<file path="src/verilog/cae_pkg.sv">
// constants and types for the compact add execute datapath
package cae_pkg;
  localparam int unsigned DATA_W   = 32;
  localparam int unsigned IMM_W    = 4;
  localparam int unsigned REG_W    = 5;
  localparam int unsigned CODE_W   = 3;
  localparam int unsigned INSTR_W  = 16;
  localparam logic [REG_W-1:0] HI_REG_BASE = 5'h10;
  localparam logic [CODE_W-1:0] CODE_HI_LIMIT = 3'h2;
  localparam logic [DATA_W-1:0] DATA_ZERO = 32'h0000_0000;
  localparam logic [REG_W-1:0]  REG_ZERO  = 5'h00;

  typedef enum logic [2:0] {
    CAE_IDLE  = 3'b001,
    CAE_READ  = 3'b010,
    CAE_WRITE = 3'b100
  } cae_state_t;

  typedef enum logic [1:0] {
    CAE_OP_NONE = 2'h0,
    CAE_OP_IMM  = 2'h1,
    CAE_OP_RRR  = 2'h2
  } cae_op_t;
endpackage : cae_pkg

</file>
<file path="src/verilog/cae_exec.sv">
// compact add execute datapath: immediate add and three-register add
module cae_exec
  import cae_pkg::*;
(
  input  wire logic               CLOCK_I,
  input  wire logic               RSTN_I,
  input  wire logic               IMM_VALID_I,
  input  wire logic [REG_W-1:0]   IMM_REG_I,
  input  wire logic [IMM_W-1:0]   IMM_VALUE_I,
  input  wire logic               RRR_VALID_I,
  input  wire logic [CODE_W-1:0]  FIRST_SRC_FIELD_I,
  input  wire logic [CODE_W-1:0]  SECOND_SRC_FIELD_I,
  input  wire logic [CODE_W-1:0]  DEST_FIELD_I,
  input  wire logic [DATA_W-1:0]  RD_A_DATA_I,
  input  wire logic [DATA_W-1:0]  RD_B_DATA_I,
  output logic                    BUSY_O,
  output logic                    DONE_O,
  output logic                    HALFWORD_ADV_O,
  output logic [REG_W-1:0]        RD_A_ADDR_O,
  output logic [REG_W-1:0]        RD_B_ADDR_O,
  output logic                    RD_EN_O,
  output logic                    WR_EN_O,
  output logic [REG_W-1:0]        WR_ADDR_O,
  output logic [DATA_W-1:0]       WR_DATA_O,
  output logic                    EXC_O
);

  // ----------------------------------------------------------------
  // register code mapping
  // ----------------------------------------------------------------
  logic [REG_W-1:0] src_a_map;
  logic [REG_W-1:0] src_b_map;
  logic [REG_W-1:0] dst_map;

  cae_reg_map u_map_a (.code_i(FIRST_SRC_FIELD_I),  .reg_o(src_a_map));
  cae_reg_map u_map_b (.code_i(SECOND_SRC_FIELD_I), .reg_o(src_b_map));
  cae_reg_map u_map_d (.code_i(DEST_FIELD_I),       .reg_o(dst_map));

  // ----------------------------------------------------------------
  // sequencing
  // ----------------------------------------------------------------
  cae_state_t       state_reg;
  cae_state_t       state_next;
  cae_op_t          op_reg;
  logic [REG_W-1:0] dst_reg;
  logic [DATA_W-1:0] imm_ext_reg;
  logic             accept;

  // new work is taken only in idle; immediate add has priority
  assign accept = (state_reg == CAE_IDLE) && (IMM_VALID_I || RRR_VALID_I);

  always_comb
  begin
    state_next = state_reg;
    unique case (state_reg)
      CAE_IDLE:  if (accept) state_next = CAE_READ;
      CAE_READ:  state_next = CAE_WRITE;
      CAE_WRITE: state_next = CAE_IDLE;
      default:   state_next = CAE_IDLE;
    endcase
  end

  always_ff @(posedge CLOCK_I or negedge RSTN_I)
  begin
    if (!RSTN_I)
      state_reg <= CAE_IDLE;
    else
      state_reg <= state_next;
  end

  // ----------------------------------------------------------------
  // operand capture and register reads
  // ----------------------------------------------------------------
  always_ff @(posedge CLOCK_I or negedge RSTN_I)
  begin
    if (!RSTN_I)
    begin
      op_reg      <= CAE_OP_NONE;
      dst_reg     <= REG_ZERO;
      imm_ext_reg <= DATA_ZERO;
      RD_A_ADDR_O <= REG_ZERO;
      RD_B_ADDR_O <= REG_ZERO;
      RD_EN_O     <= 1'b0;
    end
    else
    begin
      RD_EN_O <= accept;
      if (accept && IMM_VALID_I)
      begin
        op_reg      <= CAE_OP_IMM;
        dst_reg     <= IMM_REG_I;
        RD_A_ADDR_O <= IMM_REG_I;
        RD_B_ADDR_O <= REG_ZERO;
        imm_ext_reg <= {{(DATA_W-IMM_W){IMM_VALUE_I[IMM_W-1]}},
                        IMM_VALUE_I};
      end
      else if (accept)
      begin
        op_reg      <= CAE_OP_RRR;
        dst_reg     <= dst_map;
        RD_A_ADDR_O <= src_a_map;
        RD_B_ADDR_O <= src_b_map;
        imm_ext_reg <= DATA_ZERO;
      end
    end
  end

  // ----------------------------------------------------------------
  // add and write-back
  // ----------------------------------------------------------------
  logic [DATA_W-1:0] addend;
  logic [DATA_W-1:0] sum;

  assign addend = (op_reg == CAE_OP_IMM) ? imm_ext_reg : RD_B_DATA_I;
  // carry out is dropped on purpose: plain modulo arithmetic
  assign sum = DATA_W'(RD_A_DATA_I + addend);

  always_ff @(posedge CLOCK_I or negedge RSTN_I)
  begin
    if (!RSTN_I)
    begin
      WR_EN_O        <= 1'b0;
      WR_ADDR_O      <= REG_ZERO;
      WR_DATA_O      <= DATA_ZERO;
      DONE_O         <= 1'b0;
      HALFWORD_ADV_O <= 1'b0;
    end
    else
    begin
      WR_EN_O        <= (state_reg == CAE_READ);
      DONE_O         <= (state_reg == CAE_READ);
      // one halfword consumed per completed instruction
      HALFWORD_ADV_O <= (state_reg == CAE_READ);
      if (state_reg == CAE_READ)
      begin
        WR_ADDR_O <= dst_reg;
        WR_DATA_O <= sum;
      end
    end
  end

  always_ff @(posedge CLOCK_I or negedge RSTN_I)
  begin
    if (!RSTN_I)
    begin
      BUSY_O <= 1'b0;
      EXC_O  <= 1'b0;
    end
    else
    begin
      BUSY_O <= (state_next != CAE_IDLE);
      EXC_O  <= 1'b0;
    end
  end
endmodule // cae_exec

</file>
<file path="src/verilog/cae_reg_map.sv">
// maps a 3-bit compact register code onto a register number
module cae_reg_map
  import cae_pkg::*;
(
  input  wire logic [CODE_W-1:0] code_i,
  output logic      [REG_W-1:0]  reg_o
);
  // codes 0 and 1 reach the two upper registers, the rest map straight
  always_comb
  begin
    if (code_i < CODE_HI_LIMIT)
      reg_o = HI_REG_BASE | {2'h0, code_i};
    else
      reg_o = {2'h0, code_i};
  end
endmodule // cae_reg_map

</file>
<file path="config.mk">
export PLATFORM = sky130hd
export DESIGN_NAME = cae_exec
export DESIGN_NICKNAME = d
export VERILOG_FILES = /design/src/verilog/cae_pkg.sv /design/src/verilog/cae_exec.sv /design/src/verilog/cae_reg_map.sv
export SDC_FILE = /design/constraint.sdc
export NUM_CORES = 1
export LEC_CHECK = 0
export BUFFER_PORTS_ARGS = -buffer_cell sky130_fd_sc_hd__buf_2
export CAP_MARGIN = 20
export CORE_MARGIN = 1.5
export CORE_UTILIZATION = 24
export CTS_CLUSTER_SIZE = 16
export DETAILED_ROUTE_END_ITERATION = 16
export REMOVE_ABC_BUFFERS = 1
export SYNTH_ARGS = -nofsm -noshare
export SYNTH_HDL_FRONTEND = slang
export SYNTH_SLANG_ARGS = --single-unit
</file>
<file path="constraint.sdc">
create_clock -name CLOCK_I -period 6.98 [get_ports CLOCK_I]
set_clock_uncertainty 0.05 [all_clocks]
set_input_delay 1.396 -clock CLOCK_I [delete_from_list [all_inputs] [get_ports CLOCK_I]]
set_output_delay 1.396 -clock CLOCK_I [all_outputs]
set_load 0.005 [all_outputs]
</file>
==> results of run 1 <==
[per-stage QoR]
step	total power, uW	hold slack (ps)	utilization (%)	instances
2_1_floorplan	1650	406	-	514
3_3_place_gp	2130	409	29.4	884
3_5_place_dp	2140	415	29.4	884
4_1_cts	2660	428	31.2	900
5_1_grt	2890	450	31.2	900
6_report	2620	422	31.2	900
[synthesized netlist by cell type (9+ instances only)]
cell | n | area share [%]
clkbuf_1 | 19 | 1.6
xor2_1 | 15 | 3.0
dfrtp_1 | 61 | 35
nor2_1 | 31 | 2.7
nand3_1 | 9 | 1.0
inv_1 | 11 | 0.95
a21o_1 | 13 | 2.2
o21ai_0 | 44 | 5.1
nand2_1 | 142 | 12
xnor2_1 | 11 | 2.2
ha_1 | 34 | 9.8
a21oi_1 | 36 | 4.1
[tightest hold or removal path: stages, from the launching register on]
cell     delay (ps)
dfrtp_1         340
nand2_1          50
nand2_1          50
[logic make-up after synthesis]
| logic type | synth area share [%] |
|---|---|
| flops | 35.7 |
| buf+inv | 3.83 |
| other cells | 0.0862 |
| mux | 1.47 |
| fa+ha+maj | 10.2 |
| compound gates | 22.8 |
| simple gates | 20.7 |
| xor+xnor | 5.24 |
[where the power goes]
group          total (uW)  internal [uW]  leakage [uW]  switching [uW]
Clock                 498            318      0.000163             179
Sequential            634            537      0.000760            96.5
Combinational        1490            619       0.00198             868
Total                2620           1470       0.00291            1140
[area by class of cell]
cell class | instances | area [sq um]
Tap cell | 229 | 287
Inverter | 12 | 45.0
Multi-Input combinational cell | 440 | 2640
Sequential cell | 62 | 1550
Clock inverter | 7 | 103
Clock buffer | 9 | 225
Timing Repair Buffer | 141 | 718
Fill cell | 1951 | 12300
[per-layer routing]
metal | part of all wire (%) | track usage [%]
met4 | 0.98 | 3.33
met2 | 48 | 22.4
met5 | 0 | 0
met1 | 47 | 18.1
met3 | 4.1 | 2.76
[worst max path at each step]
stage	end	slack [ps]	start	cells after the start
floorplan	WR_DATA_O[26]	3150	RD_B_DATA_I[0]	12
detailed placement	WR_DATA_O[28]	2790	RD_B_DATA_I[0]	13
global route	WR_DATA_O[26]	2990	RD_B_DATA_I[0]	13
finish	WR_DATA_O[26]	3150	RD_B_DATA_I[0]	13
global placement	WR_DATA_O[26]	2820	RD_B_DATA_I[0]	13
CTS	WR_DATA_O[26]	3150	RD_B_DATA_I[0]	13
==> flow_summary_export.csv, run 1 <==
group,metric,value,unit
placement,gp_congestion,0.801,
cts,path_clk_slew,60,ps
placement,port_buffers,136,
cts,cts_resized,0,
global_routing,grt_antenna_before_repair,0,
sta,fin_crit_sh,54.8,%
cts,numCtsBuffers,9,
global_routing,grt_pass1_vias,3915,
cts,cts_hold_buf,0,
logic_synthesis,yosys_warnings,0,
placement,placed_cell_area,0.00524,sq mm
worst_hold_path,hold_path.class,"reg2reg",
setup_path,max_stage_delay,460,ps
setup_path,reg2reg_from,"op_reg[0]",
logic_synthesis,ys_ff_latch,62,
die,rows,49,
cts,h-tree-depth,3,
route,drt_wl_total,12700,um
global_routing,grt_usage,13.6,%
cells_and_area,diodes,0,
worst_hold_path,hold_depth,2,
cts,postCtsSetupRepairBufs,0,
sta,timing.final.ws_setup,3150,ps
logic_synthesis,ys_types,60,
cts,cts_tree,"yes",
die,design.die.area,0.0189,sq mm
global_routing,overflow,0,
sta,fmax,261,MHz
power_and_ir_drop,vdd_drop_max,0.315,mV
logic_synthesis,synth_area,0.00435,sq mm
setup_path,slowest_stage,"or4_1",
cells_and_area,layout-drive-gt1-share,25.3,%
cells_and_area,finalNetCount,787,
setup_path,cp-start-kind,"primary input",
setup_path,r2r_setup_slack,3350,ps
cells_and_area,top_register,"WR_DATA_O",
outcome,status,"finished clean",
cells_and_area,final_cell_mix,"nand2_1, buf_2, dfrtp_1",
sta,setup_viol,0,
cells_and_area,top_regs,"WR_DATA_O: 32 flops, RD_A_ADDR_O: 5 flops, WR_ADDR_O: 5 flops",
logic_synthesis,avgSynthCellArea,8.05,sq um
setup_path,crit_path_cell_trace,"buf_2 > mux2_2 > ha_1 > inv_1 > fa_1 > nor2b_1 > o2111ai_1 > a21boi_2 > nor3_2 > o211a_1 > or2_4 > or4_1 > nand3_1",
placement,dpl.hpwl,9590,um
cells_and_area,syn_to_final_growth,28.1,%
sta,hold_viol,0,
cells_and_area,largest_reg_flops,32,
route,antenna_left,0,
cts,numClockSinks,62,
route,avgRoutedWirePerCell,14.1,um
setup_path,reg2reg_depth,14,
power_and_ir_drop,powerDensity,470,mW/mm^2
sta,maxSlewHeadroom,44.3,%
cells_and_area,final_common_cell,"nand2_1",
sta,grt_setup_unrepaired,"false",
die,start_util,24.4,%
placement,place_ws,2790,ps
die,num_io_pins,139,
logic_synthesis,postSynthCellCount,540,
setup_path,critPathArrivalTime,4040,ps
die,die_w,138,um
sta,min_period,3830,ps
cells_and_area,postLayoutCellArea,0.00557,sq mm
route,via_per_inst,4.59,
route,drtIter0Drc,277,
sta,drv_slew,0,
worst_hold_path,min_from,"WR_ADDR_O[3]",
logic_synthesis,ys_seq_area_share,35.7,%
route,dr.pass1.iters,4,
cts,root_buffer,"clkbuf_16",
route,dr_total_vias,4134,
worst_hold_path,hold_end,"WR_ADDR_O[3]",
setup_path,cp_num_buf_inv,2,
logic_synthesis,ys.flop_type,"dfrtp_1",
job,maxCapViolations,0,
cts,insertion_delay,320,ps
setup_path,regToRegEndpoint,"WR_DATA_O[26]",
die,core,0.0178,sq mm
setup_path,crit_required,7190,ps
global_routing,grt_max_degree,76,
power_and_ir_drop,leakage,0.00291,uW
die,die_h,138,um
global_routing,grt_pass1_wl,20000,um
setup_path,cp_max_fo,5,
setup_path,cpLargestDelayFamily,"simple AND/OR/NAND/NOR gates",
cts,clockBufferDepth,2,
setup_path,path_class,"in2reg",
sta,fin_tns_setup,0,ps
logic_synthesis,async_reset_ff_share,100,%
logic_synthesis,synth_edf_count,0,
sta,worst-slew-pin-transition,835,ps
setup_path,end_kind,"flip-flop",
route,drc,0,
Power figures use the tool's default switching activity.
==> run 2, diff against run 1 <==
--- a/config.mk
+++ b/config.mk
@@ -5,6 +5,7 @@
 export SDC_FILE = /design/constraint.sdc
 export NUM_CORES = 1
 export LEC_CHECK = 0
+export ABC_AREA = 1
 export BUFFER_PORTS_ARGS = -buffer_cell sky130_fd_sc_hd__buf_2
 export CAP_MARGIN = 20
 export CORE_MARGIN = 1.5
==> constraint.sdc (replaced) <==
create_clock -name CLOCK_I -period 3.17 [get_ports CLOCK_I]
set_clock_uncertainty 0.05 [all_clocks]
set_input_delay 0.634 -clock CLOCK_I [delete_from_list [all_inputs] [get_ports CLOCK_I]]
set_output_delay 0.634 -clock CLOCK_I [all_outputs]
set_load 0.005 [all_outputs]
==> run 2 against run 1 <==
Non-clock buffer count rose by 2. Area after synthesis grew 17%. Final area rose by 15%. Sequential share of layout area is 3.6 points lower. Register-to-register slack lost 3000 ps. Sequential power increased by 120%. Critical path type is now reg2reg. Critical endpoint is now WR_DATA_O[20]. Largest power group unchanged.
==> flow_summary_export.csv, run 2 <==
group,metric,value,unit
setup_path,cp_num_buf_inv,4,
global_routing,grt_pass1_vias,5054,
sta,setup_viol,0,
setup_path,slowest_stage,"fa_1",
logic_synthesis,synth_edf_count,0,
cts,path_clk_slew,60,ps
logic_synthesis,ys_types,39,
die,design.die.area,0.0221,sq mm
power_and_ir_drop,leakage,0.00379,uW
die,start_util,24.4,%
setup_path,end_kind,"flip-flop",
setup_path,r2r_setup_slack,320,ps
setup_path,path_class,"reg2reg",
cells_and_area,top_regs,"WR_DATA_O: 32 flops, RD_A_ADDR_O: 5 flops, WR_ADDR_O: 5 flops",
sta,timing.final.ws_setup,316,ps
sta,fin_crit_sh,90.0,%
sta,fmax,350,MHz
logic_synthesis,synth.most_common_cell,"nand2_1",
logic_synthesis,ys_seq_area_share,30.5,%
logic_synthesis,yosysTopAreaCell,"dfrtp_1",
cts,cts_resized,0,
setup_path,cpLargestDelayFamily,"simple AND/OR/NAND/NOR gates",
setup_path,cp-start-kind,"flip-flop",
placement,place_ws,235,ps
route,via_per_inst,4.25,
logic_synthesis,ys.flop_type,"dfrtp_1",
setup_path,cp_max_fo,30,
sta,drv_slew,0,
logic_synthesis,yosys_warnings,0,
placement,dpl.hpwl,12600,um
cells_and_area,largest_reg_flops,32,
cells_and_area,postLayoutCellArea,0.00640,sq mm
power_and_ir_drop,powerDensity,1000,mW/mm^2
cts,numCtsBuffers,9,
setup_path,critPathArrivalTime,3040,ps
logic_synthesis,synth_top_area_share,30.0,%
route,dr_total_vias,5175,
sta,maxSlewHeadroom,53.4,%
cts,cts_tree,"yes",
logic_synthesis,synth_area,0.00509,sq mm
cells_and_area,final_cell_mix,"nand2_1, inv_1, buf_2",
route,antenna_left,0,
global_routing,overflow,0,
logic_synthesis,postSynthCellCount,804,
cts,clockBufferDepth,2,
cells_and_area,diodes,0,
cts,h-tree-depth,3,
cells_and_area,top_register,"WR_DATA_O",
sta,fin_tns_setup,0,ps
cells_and_area,fill_cells,2362,
setup_path,regToRegEndpoint,"WR_DATA_O[20]",
cells_and_area,seqCellArea,0.00155,sq mm
logic_synthesis,ys_ff_latch,62,
global_routing,grt_antenna_before_repair,0,
sta,min_period,2850,ps
placement,placed_cell_area,0.00607,sq mm
cts,postCtsSetupRepairBufs,0,
route,avgRoutedWirePerCell,12.9,um
outcome,status,"finished clean",
die,die_h,149,um
logic_synthesis,avgSynthCellArea,6.33,sq um
power_and_ir_drop,vdd_drop_max,0.389,mV
cts,insertion_delay,350,ps
sta,worst-slew-pin-transition,698,ps
logic_synthesis,synth.area.top_cells,"dfrtp_1, nand2_1, inv_1",
die,num_io_pins,139,
placement,port_buffers,136,
cells_and_area,layout-drive-gt1-share,19.5,%
sta,grt_setup_unrepaired,"false",
route,drtIter0Drc,218,
die,die_w,149,um
cells_and_area,multiInputGateArea,0.00282,sq mm
cts,root_buffer,"clkbuf_16",
global_routing,grt_usage,14.8,%
global_routing,grt_pass1_wl,25400,um
setup_path,crit_required,3360,ps
sta,hold_viol,0,
global_routing,grt_max_degree,58,
cells_and_area,syn_to_final_growth,25.7,%
worst_hold_path,hold_path.class,"in2async",
placement,gp_congestion,0.886,
cells_and_area,finalNetCount,1059,
die,rows,53,
setup_path,crit_path_cell_trace,"nor2_2 > buf_6 > inv_1 > o21ai_0 > ha_1 > inv_1 > fa_1 > inv_1 > nand3_1 > nand3_1 > nand3_1 > nand3_2 > nand2_1 > nand2_1 > nand2_1 > nand3_1 > nand2_1",
cts,cts_hold_buf,0,
route,dr.pass1.iters,4,
route,drt_wl_total,15800,um
job,maxCapViolations,0,
power_and_ir_drop,power.total,6410,uW
setup_path,reg2reg_depth,17,
route,drc,0,
die,core,0.0209,sq mm
cts,numClockSinks,62,
setup_path,reg2reg_from,"op_reg[1]",
setup_path,max_stage_delay,400,ps
cells_and_area,postLayoutCoreUtil,30.6,%
logic_synthesis,async_reset_ff_share,100,%
logic_synthesis,yosys-top-cells-count,"nand2_1, inv_1, dfrtp_1",
cells_and_area,final_common_cell,"nand2_1",
-- run 2: cells by family (layout without fill, tap and decap cells) --
group,count (synthesis),after routing,share of synthesized area [%]
other,1,2,0.0737
adder cells (fa/ha/maj),35,35,8.75
AO/OA/AOI/OAI,94,94,10.1
buffers and inverters,183,321,14.3
XOR/XNOR,15,15,2.58
AND/OR/NAND/NOR,414,414,33.7
flip-flops,62,62,30.5
-- run 2: layer usage --
layer  routed length (um)  share of wire (%)  track usage, %
met5                    0                  0               0
met4                  383                2.4            5.64
met3                  982                6.2            3.83
met2                 7280                 46            24.9
met1                 7120                 45            18.1
-- run 2: worst max path at each step --
stage | startpoint | depth (start not counted) | to | slack (ps)
6_report | op_reg[1] | 17 | WR_DATA_O[20] | 320
5_1_grt | op_reg[1] | 17 | WR_DATA_O[20] | 8
4_1_cts | op_reg[1] | 17 | WR_DATA_O[24] | 220
3_5_place_dp | op_reg[1] | 17 | WR_DATA_O[20] | 240
3_3_place_gp | op_reg[1] | 17 | WR_DATA_O[28] | 380
2_1_floorplan | op_reg[1] | 13 | WR_DATA_O[15] | -90
-- run 2: metrics by stage --
step / hold WS [ps] / cells
2_1_floorplan: 288 / 784
3_3_place_gp: 406 / 1202
3_5_place_dp: 411 / 1202
4_1_cts: 310 / 1218
5_1_grt: 327 / 1218
6_report: 273 / 1218
-- run 2: area by class of cell --
cell class / instances / area share [%]
Sequential cell: 62 / 24.3
Inverter: 162 / 9.50
Clock buffer: 10 / 3.58
Clock inverter: 6 / 1.49
Tap cell: 275 / 5.38
Timing Repair Buffer: 143 / 11.7
Multi-Input combinational cell: 560 / 44.1
-- run 2: where the power goes --
part	internal (uW)	switching (uW)	total [uW]
Combinational	1460	2480	3930
Sequential	1180	185	1370
Clock	696	415	1110
==> run 3, diff against run 2 <==
--- a/config.mk
+++ b/config.mk
@@ -5,7 +5,6 @@
 export SDC_FILE = /design/constraint.sdc
 export NUM_CORES = 1
 export LEC_CHECK = 0
-export ABC_AREA = 1
 export BUFFER_PORTS_ARGS = -buffer_cell sky130_fd_sc_hd__buf_2
 export CAP_MARGIN = 20
 export CORE_MARGIN = 1.5
==> run 3 against run 2 <==
Setup slack worse by 230 ps. Flip-flop and latch count unchanged. Non-clock buffer count up 27. Critical path depth is 4 lower. Clock power decreased by 7%. Count of clock-buffer cells in the layout stayed put. Combinational power shrank 4%. Sequential share of layout area is 1.8 points higher. Via count fell by 17%. Fmax fell by 7.3%. Power shrank 2.8%. Critical path type unchanged. Highest routed layer unchanged.
==> flow_summary_export.csv, run 3 (synthesized netlist as in run 1, its figures left out) <==
group,metric,value,unit
cells_and_area,top_register,"WR_DATA_O",
cells_and_area,diodes,0,
global_routing,grt_max_degree,44,
route,via_per_inst,4.64,
setup_path,crit_path_cell_trace,"nand2b_4 > buf_4 > mux2_4 > ha_1 > a21o_1 > a21oi_2 > o21ai_1 > buf_4 > a31o_2 > a211o_1 > nand3_1 > mux2i_1 > o311ai_0",
sta,drv_slew,0,
placement,dpl.hpwl,10400,um
cts,clockBufferDepth,2,
setup_path,cp_common_cell,"buf_4",
cells_and_area,layout-drive-gt1-share,31.7,%
route,drt_wl_total,13800,um
outcome,status,"finished clean",
sta,fmax,325,MHz
route,avgRoutedWirePerCell,14.9,um
cells_and_area,final_common_cell,"nand2_1",
cells_and_area,postLayoutCoreUtil,33.4,%
die,rows,49,
cts,insertion_delay,340,ps
route,drtIter0Drc,221,
sta,grt_setup_unrepaired,"true",
cells_and_area,stdcell_count,929,
global_routing,grt_usage,14.3,%
setup_path,cp_max_fo,5,
cts,numClockSinks,62,
sta,min_period,3080,ps
cells_and_area,final_cell_mix,"nand2_1, buf_2, dfrtp_1",
sta,fin_tns_setup,0,ps
die,start_util,24.4,%
placement,place_inst,903,
global_routing,overflow,0,
placement,port_buffers,136,
cts,numCtsBuffers,9,
cells_and_area,top_regs,"WR_DATA_O: 32 flops, RD_A_ADDR_O: 5 flops, WR_ADDR_O: 5 flops",
cts,h-tree-depth,3,
cells_and_area,syn_to_final_growth,37.2,%
die,num_io_pins,139,
die,design.die.area,0.0189,sq mm
route,drc,0,
cts,root_buffer,"clkbuf_16",
power_and_ir_drop,power.total,6230,uW
global_routing,grt_pass1_vias,4035,
power_and_ir_drop,powerDensity,1040,mW/mm^2
sta,worst-slew-pin-transition,740,ps
worst_hold_path,hold_path.class,"in2async",
power_and_ir_drop,vdd_drop_max,0.464,mV
global_routing,grt_pass1_wl,20500,um
setup_path,crit_required,3320,ps
sta,fin_crit_sh,97.1,%
sta,setup_viol,0,
cells_and_area,finalNetCount,816,
placement,gp_congestion,0.822,
sta,hold_viol,0,
cells_and_area,largest_reg_flops,32,
power_and_ir_drop,leakage,0.00308,uW
setup_path,slowest_stage,"dfrtp_1",
die,die_h,138,um
cts,path_clk_slew,60,ps
route,dr.pass1.iters,4,
setup_path,end_kind,"flip-flop",
die,die_w,138,um
die,core,0.0178,sq mm
route,antenna_left,0,
sta,maxSlewHeadroom,50.7,%
setup_path,max_stage_delay,380,ps
setup_path,critPathArrivalTime,3230,ps
setup_path,cp-start-kind,"flip-flop",
job,maxCapViolations,0,
sta,whs,289,ps
cts,cts_tree,"yes",
route,dr_total_vias,4310,
setup_path,path_class,"reg2reg",
global_routing,grt_antenna_before_repair,0,
## run 3: cell types whose count changed in the layout (fill, tap and decap cells not counted), sizes merged, moves of 7 or more
cell   delta
xor2     +13
buf      +27
o22ai     +8
nand3    -37
nor2     -15
inv     -149
a21oi    +14
a21o     +12
nand2   -166
o21a      +7
a31oi     +7
o21ai     -8
## run 3: final timing paths
kind / start / end / slack [ps] / cells past startpoint
setup / recovery: op_reg[1] / WR_DATA_O[29] / 90 / 13
setup reg to reg: op_reg[1] / WR_DATA_O[29] / 90 / 13
min in group CLOCK_I: WR_DATA_O[7] / WR_DATA_O[7] / 420 / 2
max in group asynchronous: RSTN_I / state_reg[0] / 2050 / 2
hold / removal: RSTN_I / WR_DATA_O[16] / 290 / 1
hold reg to reg: WR_DATA_O[7] / WR_DATA_O[7] / 420 / 2
## run 3: area by class of cell
cell class	instances	area [sq um]
Clock buffer	10	239
Clock inverter	6	68.8
Fill cell	1914	11900
Inverter	12	45.0
Multi-Input combinational cell	440	2780
Sequential cell	62	1550
Tap cell	229	287
Timing Repair Buffer	170	997
## run 3: stage by stage
step	cell area, sq um	setup slack [ps]
after floorplan	4230	-391
after global placement	5400	-132
after detailed placement	5400	-153
after CTS	5750	1.04
after global routing	5970	-36.3
final	5970	90.4
## run 3: repair_timing
item / CTS / global route
resized for setup: 8 / 33
endpoints found under the hold margin: 0 / 0
cloned: 0 / 1
buffers inserted: 0 / 9
endpoints found under the setup margin: 11 / 14
hold buffers: 0 / 0
pin swaps: 1 / 11
## run 3: power by group
part	leakage [uW]	internal, uW	switching [uW]	total, uW
Sequential	0.000760	1180	224	1410
Clock	0.000149	634	399	1030
Combinational	0.00217	1710	2080	3790
Total	0.00308	3530	2710	6230
## run 3: worst max-delay path: cells and delay by family (launching register included)
| family | cells | cell delay (ps) |
|---|---|---|
| and+or+nand+nor | 2 | 300 |
| adders and majority gates | 1 | 280 |
| buffers and inverters | 2 | 300 |
| DFF | 1 | 380 |
| AOI/OAI and AO/OA | 6 | 1140 |
| muxes | 2 | 490 |
## run 3: layer usage
| layer | global-route usage, % | part of all wire [%] | vias up |
|---|---|---|---|
| met2 | 24.1 | 49 | 101 |
| met5 | 0 | 0 | - |
| li1 | - | - | 2202 |
| met4 | 6.08 | 1.7 | 0 |
| met1 | 17.8 | 45 | 1993 |
| met3 | 2.94 | 4.7 | 14 |
